File: config.mk
export PLATFORM = sky130hd
export DESIGN_NAME = emb_bus_ctrl
export DESIGN_NICKNAME = d
export VERILOG_FILES = /design/src/verilog/emb_pkg.sv /design/src/verilog/emb_addr_decode.sv /design/src/verilog/emb_bus_ctrl.sv
export VERILOG_INCLUDE_DIRS = /design/src /design/src/verilog
export SDC_FILE = /design/constraint.sdc
export NUM_CORES = 1
export LEC_CHECK = 0
export BUFFER_PORTS_ARGS = -buffer_cell sky130_fd_sc_hd__clkbuf_2
export CORE_ASPECT_RATIO = 1.25
export CORE_MARGIN = 2
export CORE_UTILIZATION = 53
export CTS_CLUSTER_DIAMETER = 150
export DETAILED_ROUTE_END_ITERATION = 10
export PLACE_DENSITY = 0.94
export SLEW_MARGIN = 25
export SYNTH_ARGS = -nofsm -noshare
export SYNTH_HDL_FRONTEND = slang
export SYNTH_SLANG_ARGS = --single-unit
File: constraint.sdc
create_clock -name clk -period 4.8 [get_ports clk]
set_clock_uncertainty 0.1 [all_clocks]
set_input_delay 0.48 -clock clk [delete_from_list [all_inputs] [get_ports clk]]
set_output_delay 0.48 -clock clk [all_outputs]
set_load 0.05 [all_outputs]
File: src/verilog/emb_defs.svh
// Register offsets, field positions, reset values and codes for the bus.
`ifndef EMB_DEFS_SVH
`define EMB_DEFS_SVH
`define EMB_OFF_MSS     16'hFFF0
`define EMB_OFF_BEM     16'hFFF8
`define EMB_OFF_STAT    16'hFFE0
`define EMB_BEM_RESET   8'h10
`define EMB_MSS_RESET   8'hC8
`define EMB_BEM_MASK    8'h37
`define EMB_MSS_MASK    8'hEF
`define EMB_MODE_MSB    2
`define EMB_MODE_LSB    0
`define EMB_WAIT_MSB    5
`define EMB_WAIT_LSB    4
`define EMB_ROM_MSB     3
`define EMB_ROM_LSB     0
`define EMB_RAM_MSB     7
`define EMB_RAM_LSB     5
`define EMB_MODE_SC_IN  3'h0
`define EMB_MODE_SC_OUT 3'h1
`define EMB_MODE_W256   3'h3
`define EMB_MODE_W4K    3'h4
`define EMB_MODE_W16K   3'h5
`define EMB_MODE_FULL   3'h7
`define EMB_WAIT_NONE   2'h0
`define EMB_WAIT_ONE    2'h1
`define EMB_WAIT_EXT    2'h3
`define EMB_ROM_60K     4'hF
`define EMB_ROM60_TOP   16'hF400
`define EMB_RAM_1K      3'h6
`define EMB_RAM_1K_SIZE 16'h0400
`define EMB_RAM_HS_SIZE 16'h0200
`define EMB_SFR_BASE    16'hFF00
`define EMB_RESV_BASE   16'hF800
`define EMB_WIN_256     16'h0100
`define EMB_WIN_4K      16'h1000
`define EMB_WIN_16K     16'h4000
`define EMB_P5_4K       8'h0F
`define EMB_P5_16K      8'h3F
`define EMB_P5_FULL     8'hFF
`define EMB_P6_BUS_OE   8'hB0
`define EMB_P6_WAIT_BIT 6
`define EMB_RESP_OKAY   2'h0
`define EMB_RESP_SLVERR 2'h2
`endif

File: src/verilog/emb_pkg.sv
// Types shared by the expansion bus controller.
package emb_pkg;
  typedef enum logic [3:0] {
    EMB_IDLE = 4'b0001,
    EMB_ADDR = 4'b0010,
    EMB_STRB = 4'b0100,
    EMB_END  = 4'b1000
  } emb_phase_t;

  typedef struct packed {
    logic        valid;
    logic        fetch;
    logic        write;
    logic [15:0] addr;
    logic [7:0]  wdata;
  } emb_cpu_req_t;

  typedef struct packed {
    logic       ack;
    logic [7:0] rdata;
  } emb_cpu_rsp_t;

  typedef struct packed {
    emb_phase_t  phase;
    logic        ext;
    logic        fetch;
    logic        write;
    logic [15:0] addr;
    logic [7:0]  wdata;
    logic        waitCnt;
    logic        rdN;
    logic        wrN;
    logic        address_latch_strobe;
    logic        cpuAck;
    logic [7:0]  cpuRdata;
    logic [7:0]  mss;
    logic [7:0]  bem;
    logic        awHeld;
    logic [15:0] awAddr;
    logic        wHeld;
    logic [7:0]  wData;
    logic        wStrb0;
    logic        awReady;
    logic        wReady;
    logic        bValid;
    logic [1:0]  bResp;
    logic        arReady;
    logic        rValid;
    logic [7:0]  rData;
    logic [1:0]  rResp;
    logic [7:0]  p4Out;
    logic [7:0]  p4Oe;
    logic [7:0]  p5Out;
    logic [7:0]  p5Oe;
    logic [7:0]  p6Out;
    logic [7:0]  p6Oe;
  } emb_state_t;
endpackage

File: src/verilog/emb_addr_decode.sv
// Decides whether a CPU address falls in the external expansion window.
`timescale 1ns/1ns
`include "emb_defs.svh"
module emb_addr_decode
#(
  parameter logic [15:0] RESV_BASE = `EMB_RESV_BASE
)
(
  // Access address.
  input  wire logic [15:0] addr,
  // Configuration.
  input  wire logic [2:0]  mode,
  input  wire logic [3:0]  romCode,
  input  wire logic [2:0]  ramCode,
  // Result.
  output logic             isExt
);
  import emb_pkg::*;

  // The 60 Kbyte setting also blocks the 1 Kbyte just above the ROM.
  function automatic logic [15:0] romTop(input logic [3:0] code);
    romTop = (code == `EMB_ROM_60K) ? `EMB_ROM60_TOP : {code, 12'h000};
  endfunction

  logic [15:0] top;
  logic [15:0] span;
  logic [15:0] ramBase;
  logic [15:0] lim;
  logic        above;

  always_comb
  begin
    top     = romTop(romCode);
    span    = addr - top;
    ramBase = `EMB_SFR_BASE - ((ramCode == `EMB_RAM_1K) ?
              `EMB_RAM_1K_SIZE : `EMB_RAM_HS_SIZE);
    lim     = (ramBase < RESV_BASE) ? ramBase : RESV_BASE;
    above   = (addr >= top) && (addr < lim);
    unique case (mode)
      `EMB_MODE_W256: isExt = above && (span < `EMB_WIN_256);
      `EMB_MODE_W4K:  isExt = above && (span < `EMB_WIN_4K);
      `EMB_MODE_W16K: isExt = above && (span < `EMB_WIN_16K);
      `EMB_MODE_FULL: isExt = above;
      default:        isExt = 1'b0;
    endcase
  end
endmodule // emb_addr_decode

File: src/verilog/emb_bus_ctrl.sv
// Multiplexed external memory expansion bus controller with its registers.
//
// Added by the designer: the AXI4-Lite slave port.
`timescale 1ns/1ns
`include "emb_defs.svh"
module emb_bus_ctrl
#(
  parameter logic [7:0]  MSS_RESET = `EMB_MSS_RESET,
  parameter logic [15:0] RESV_BASE = `EMB_RESV_BASE
)
(
  // Clock and reset.
  input  wire logic                  clk,
  input  wire logic                  resetn,
  // Register write channels.
  input  wire logic                  awvalid,
  output logic                       awready,
  input  wire logic [15:0]           awaddr,
  input  wire logic                  wvalid,
  output logic                       wready,
  input  wire logic [31:0]           wdata,
  input  wire logic [3:0]            wstrb,
  output logic                       bvalid,
  input  wire logic                  bready,
  output logic [1:0]                 bresp,
  // Register read channels.
  input  wire logic                  arvalid,
  output logic                       arready,
  input  wire logic [15:0]           araddr,
  output logic                       rvalid,
  input  wire logic                  rready,
  output logic [31:0]                rdata,
  output logic [1:0]                 rresp,
  // CPU access port.
  input  wire emb_pkg::emb_cpu_req_t cpuReq,
  output emb_pkg::emb_cpu_rsp_t      cpuRsp,
  // Port latches used while a pin is in port mode.
  input  wire logic [7:0]            portLat4,
  input  wire logic [7:0]            portLat5,
  input  wire logic [7:0]            portDir5,
  input  wire logic [7:0]            portLat6,
  input  wire logic [7:0]            portDir6,
  // Pins.
  input  wire logic [7:0]            pin4In,
  input  wire logic [7:0]            pin6In,
  output logic [7:0]                 pin4Out,
  output logic [7:0]                 pin4Oe,
  output logic [7:0]                 pin5Out,
  output logic [7:0]                 pin5Oe,
  output logic [7:0]                 pin6Out,
  output logic [7:0]                 pin6Oe
);
  import emb_pkg::*;

  localparam emb_state_t RST_ST = '{
    phase: EMB_IDLE, rdN: 1'b1, wrN: 1'b1, bem: `EMB_BEM_RESET,
    mss: MSS_RESET, awReady: 1'b1, wReady: 1'b1, arReady: 1'b1,
    default: '0};

  emb_state_t st;
  emb_state_t next_st;
  logic       decExt;
  logic       expOn;
  logic       extWait;
  logic [2:0] mode;
  logic [1:0] waitSel;
  logic [7:0] p5Mask;
  logic [7:0] p6Mask;
  logic [7:0] p6Bus;

  // Register select: 1 size, 2 mode, 3 status, 0 unmapped.
  function automatic logic [1:0] regSel(input logic [15:0] a);
    logic [15:0] w;
    w = {a[15:2], 2'b00};
    if (w == `EMB_OFF_MSS)
      regSel = 2'h1;
    else if (w == `EMB_OFF_BEM)
      regSel = 2'h2;
    else if (w == `EMB_OFF_STAT)
      regSel = 2'h3;
    else
      regSel = 2'h0;
  endfunction

  function automatic logic isExpMode(input logic [2:0] m);
    isExpMode = (m == `EMB_MODE_W256) || (m == `EMB_MODE_W4K) ||
                (m == `EMB_MODE_W16K) || (m == `EMB_MODE_FULL);
  endfunction

  assign mode    = st.bem[`EMB_MODE_MSB:`EMB_MODE_LSB];
  assign waitSel = st.bem[`EMB_WAIT_MSB:`EMB_WAIT_LSB];
  assign expOn   = isExpMode(mode);
  assign extWait = (waitSel == `EMB_WAIT_EXT);

  emb_addr_decode #(
    .RESV_BASE (RESV_BASE)
  ) u_decode (
    .addr      (cpuReq.addr),
    .mode      (mode),
    .romCode   (st.mss[`EMB_ROM_MSB:`EMB_ROM_LSB]),
    .ramCode   (st.mss[`EMB_RAM_MSB:`EMB_RAM_LSB]),
    .isExt     (decExt)
  );

  always_comb
  begin
    next_st = st;
    next_st.cpuAck = 1'b0;
    // Register writes: address and data taken in either order.
    if (awvalid && st.awReady)
    begin
      next_st.awHeld = 1'b1;
      next_st.awAddr = awaddr;
    end
    if (wvalid && st.wReady)
    begin
      next_st.wHeld  = 1'b1;
      next_st.wData  = wdata[7:0];
      next_st.wStrb0 = wstrb[0];
    end
    if (bready && st.bValid)
      next_st.bValid = 1'b0;
    if (next_st.awHeld && next_st.wHeld && !st.bValid)
    begin
      next_st.awHeld = 1'b0;
      next_st.wHeld  = 1'b0;
      next_st.bValid = 1'b1;
      next_st.bResp  = `EMB_RESP_OKAY;
      unique case (regSel(next_st.awAddr))
        2'h1:
          if (next_st.wStrb0)
            next_st.mss = next_st.wData & `EMB_MSS_MASK;
        2'h2:
          if (next_st.wStrb0)
            next_st.bem = next_st.wData & `EMB_BEM_MASK;
        2'h3: next_st.bResp = `EMB_RESP_OKAY;
        2'h0: next_st.bResp = `EMB_RESP_SLVERR;
      endcase
    end
    next_st.awReady = !next_st.awHeld && !next_st.bValid;
    next_st.wReady  = !next_st.wHeld && !next_st.bValid;
    // Register reads.
    if (rready && st.rValid)
      next_st.rValid = 1'b0;
    if (arvalid && st.arReady)
    begin
      next_st.rValid = 1'b1;
      next_st.rResp  = `EMB_RESP_OKAY;
      unique case (regSel(araddr))
        2'h1: next_st.rData = st.mss;
        2'h2: next_st.rData = st.bem;
        2'h3: next_st.rData = {5'h00, st.phase == EMB_STRB && st.rdN
                               && st.wrN && st.ext, st.ext,
                               st.phase != EMB_IDLE};
        2'h0:
        begin
          next_st.rData = 8'h00;
          next_st.rResp = `EMB_RESP_SLVERR;
        end
      endcase
    end
    next_st.arReady = !next_st.rValid;
    // Bus cycle sequencer; each CPU access is one full cycle.
    unique case (st.phase)
      EMB_IDLE:
        if (cpuReq.valid)
        begin
          next_st.phase = EMB_ADDR;
          next_st.ext   = decExt && expOn;
          next_st.fetch = cpuReq.fetch;
          next_st.write = cpuReq.write && !cpuReq.fetch;
          next_st.addr  = cpuReq.addr;
          next_st.wdata = cpuReq.wdata;
          next_st.address_latch_strobe  = 1'b1;
        end
      EMB_ADDR:
      begin
        next_st.phase   = EMB_STRB;
        next_st.address_latch_strobe    = 1'b0;
        next_st.waitCnt = (waitSel == `EMB_WAIT_ONE);
        next_st.rdN     = !(st.ext && !st.write);
        next_st.wrN     = !(st.ext && st.write);
      end
      EMB_STRB:
        if (st.waitCnt)
          next_st.waitCnt = 1'b0;
        else if (st.ext && extWait && !pin6In[`EMB_P6_WAIT_BIT])
          next_st.phase = EMB_STRB;
        else
        begin
          next_st.phase    = EMB_END;
          next_st.rdN      = 1'b1;
          next_st.wrN      = 1'b1;
          next_st.cpuAck   = 1'b1;
          next_st.cpuRdata = (st.ext && !st.write) ? pin4In : 8'h00;
        end
      EMB_END: next_st.phase = EMB_IDLE;
      default: next_st.phase = EMB_IDLE;
    endcase
    // Pin multiplexing follows the next phase so pins align with it.
    if (expOn)
    begin
      next_st.p4Out = (next_st.phase == EMB_STRB) ? next_st.wdata
                                                 : next_st.addr[7:0];
      next_st.p4Oe  = {8{next_st.phase == EMB_ADDR ||
                        (next_st.phase == EMB_STRB && next_st.write &&
                         next_st.ext)}};
    end
    else
    begin
      next_st.p4Out = portLat4;
      next_st.p4Oe  = {8{mode == `EMB_MODE_SC_OUT}};
    end
    next_st.p5Out = (p5Mask & next_st.addr[15:8]) | (~p5Mask & portLat5);
    next_st.p5Oe  = p5Mask | (~p5Mask & portDir5);
    p6Bus         = {next_st.address_latch_strobe, 1'b1, next_st.wrN, next_st.rdN, 4'h0};
    next_st.p6Out = (p6Mask & p6Bus) | (~p6Mask & portLat6);
    next_st.p6Oe  = (p6Mask & `EMB_P6_BUS_OE) | (~p6Mask & portDir6);
  end

  always_comb
  begin
    unique case (mode)
      `EMB_MODE_W4K:  p5Mask = `EMB_P5_4K;
      `EMB_MODE_W16K: p5Mask = `EMB_P5_16K;
      `EMB_MODE_FULL: p5Mask = `EMB_P5_FULL;
      default:        p5Mask = 8'h00;
    endcase
    p6Mask = expOn ? {1'b1, extWait, 2'b11, 4'h0} : 8'h00;
  end

  always_ff @(posedge clk or negedge resetn)
  begin
    if (!resetn)
      st <= RST_ST;
    else
      st <= next_st;
  end

  assign awready      = st.awReady;
  assign wready       = st.wReady;
  assign bvalid       = st.bValid;
  assign bresp        = st.bResp;
  assign arready      = st.arReady;
  assign rvalid       = st.rValid;
  assign rdata        = {24'h000000, st.rData};
  assign rresp        = st.rResp;
  assign cpuRsp.ack   = st.cpuAck;
  assign cpuRsp.rdata = st.cpuRdata;
  assign pin4Out      = st.p4Out;
  assign pin4Oe       = st.p4Oe;
  assign pin5Out      = st.p5Out;
  assign pin5Oe       = st.p5Oe;
  assign pin6Out      = st.p6Out;
  assign pin6Oe       = st.p6Oe;

  logic strobe;
  assign strobe = !(st.rdN && st.wrN);
endmodule // emb_bus_ctrl

==> metrics <==
Peak VDD IR 255.1 uV; GRT overflow 0; Place WS 2102 ps; Core Region 11990 um^2; Synth Instances between 500 and 600; Yosys cell types 60; PnR worst setup slack 1896 ps; PD cells 484.2 nW/um^2; largest net degree at the start of global routing between 90 and 100; vias in the first global route 4418; most frequent cells in the layout 190 x clkbuf_2, 126 x dfrtp_1, 61 x nand2_1; TritonCTS clock tree done; Detail Route Antenna Nets 0; minimum hold slack ~60 ps; share of cells above drive strength 1 0.4223; NumNets Final roughly 850; leakage power total 3.775 nW; synthesized area 6430 um^2; GPL Wtd Cong ~0.9; clk sinks 136; full die area 13030 um^2; FMAX 0.3444 GHz; PortBufs 191; fin crit share 0.6050; routed len/inst approximately 15 um; ys flop type dfrtp_1; Hold WC Path Type input port to async pin; CP Launch Type register; area share of the largest cell type after synthesis 0.4904; Longest Clk Path Bufs 2; Synth area leader dfrtp_1; Slew @ Worst Pin 855.1 ps; CTS root buf clkbuf_16; Synth area leaders dfrtp_1 49%, buf_4 11%, mux2_2 7.9%, dfstp_2 4.1%, nand2_1 3.6%; die width 102.5 um; RSZ-0062 raised after global routing false; number of H-tree levels 4; CTS resizes 0; post-layout min period 2904 ps; max-cap violations 0; CTS Hold Buffers Added 0; outcome finished clean; Reg clk slew, reported paths 60 ps; DRT Wirelength roughly 13000 um; #FFs+latches synth 136; storage element area 3416 um^2; first-pass GRT wire length 21070 um; Setup Buffers After CTS 0; Slew Limit Headroom 0.4299; DR vias/cell 5.021; setup_tns 0 ps; reg2reg setup slack ~1900 ps; Ports 256; Residual DRC 0; Tot GR Track Use 0.2112; post-synthesis sequential area ratio 0.5312; most common cell after layout, fill and taps aside clkbuf_2; fraction of registers with async set or reset after synthesis 1.000; Avg Cell Area, Syn around 11 um^2; Area Overhead vs Synth 16.72%; Setup Crit Path Kind register to register; CTS buffer count 17; count of final hold-check violations 0; Vias around 4300; EDFF count, synth 0; # fillers between 900 and 1000; initial antenna violation count 0; max-slew violations 0; area of the multi-input gates 2270 um^2; worst-path fanout max 4; 1st-iter DRT viols 223; drt pass-1 iters 4; Clock Latency Late Sink 400 ps; Starting Density 0.5362; DPL Wire Length 9913 um; Die Ht 127.1 um; Worst EP arrival between 3000 and 4000 ps; final setup fails 0; Yosys warning count 0; num rows 45; Worst Path Required about 5000 ps; n_diodes 0; CP Capture Type register
## synth_stat cells, types with 4 or more instances
cell and n:
nand4_1 10, nor2b_1 4, o21ai_0 13, a21oi_1 11, ha_1 6, mux2_4 7, and3_1 4, nand2b_1 19
inv_1 14, mux2_2 45, dfstp_2 10, o31ai_1 4, dfrtp_1 126, nand2_1 61, mux2_1 8, nand3_1 14
clkbuf_1 12, nor2_1 20, nor3_1 4, buf_4 94, a31oi_1 7, mux2i_1 10
## report_power, final
| group | switching (mW) | internal [mW] |
|---|---|---|
| registers | 0.107 | 1.42 |
| clock network | 0.452 | 0.801 |
| logic | 0.519 | 0.334 |
| total | 1.08 | 2.56 |
## per-stage QoR
| step | cells | total power, mW | instance area (um^2) | utilization |
|---|---|---|---|---|
| after floorplan | 585 | 2.218 | 6524 | - |
| after global placement | 833 | 2.362 | 6928 | 0.5777 |
| after detailed placement | 833 | 2.406 | 6928 | 0.5777 |
| after CTS | 865 | 3.665 | 7505 | 0.6258 |
| after global routing | 865 | 3.825 | 7505 | 0.6258 |
| final | 865 | 3.634 | 7505 | 0.6258 |
## sequential cells by signal (all words and copies together), names as in the netlist
name	count
arready	1
wready	1
bvalid	1
st	68
pin5Out	8
pin6Out	8
bresp	1
mode	3
awready	1
pin5Oe	8
pin4Out	8
rvalid	1
pin6Oe	8
rresp	1
pin4Oe	1
cpuRsp	9
rdata	8
## worst max-delay path, cell delays in order (launching register included)
cell,delay [ps]
dfstp_2,530
inv_1,80
nor4_1,460
ha_1,340
ha_1,260
nor2b_1,90
a221oi_1,370
and3_1,250
o31ai_1,80
a41o_1,240
## final timing paths
path | startpoint | end | cells past startpoint
worst max register to register | st[103]$_DFFE_PN1P_ | pin4Oe[6]$_DFF_PN0_ | 9
worst min register to register | st[91]$_DFF_PN0_ | awready$_DFF_PN1_ | 1
min in group clk | portLat6[3] | pin6Out[3]$_DFF_PN0_ | 1
worst max-delay path | st[103]$_DFFE_PN1P_ | pin4Oe[6]$_DFF_PN0_ | 9
worst min-delay path | resetn | pin5Oe[3]$_DFF_PN0_ | 1
max in group asynchronous | resetn | st[148]$_DFF_PN1_ | 2
## area by class of cell
class	instances	area share
clock buffer	23	0.06369
clock inverter	9	0.01317
inverter	16	0.008003
multi-input combinational	324	0.3024
sequential	136	0.4552
tap	164	0.02734
timing repair buffer	193	0.1302
## layer usage
layer	GRT usage	share of wire	vias up
li1	-	-	2069
met2	0.3645	0.52	148
met4	0.09020	0.022	0
met5	0	0	-
met3	0.05744	0.054	21
met1	0.2438	0.40	2105
## cell families after synthesis
logic type | count (synthesis) | synth area share
adders and majority gates | 6 | 0.01168
DFF | 136 | 0.5312
xor gates and xnor gates | 1 | 0.001362
muxes | 70 | 0.1247
and+or+nand+nor | 163 | 0.1368
buffers and inverters | 125 | 0.1304
other | 1 | 0.0005832
AOI/OAI and AO/OA | 58 | 0.06324
Note: power is estimated with default switching activity, not from simulation.
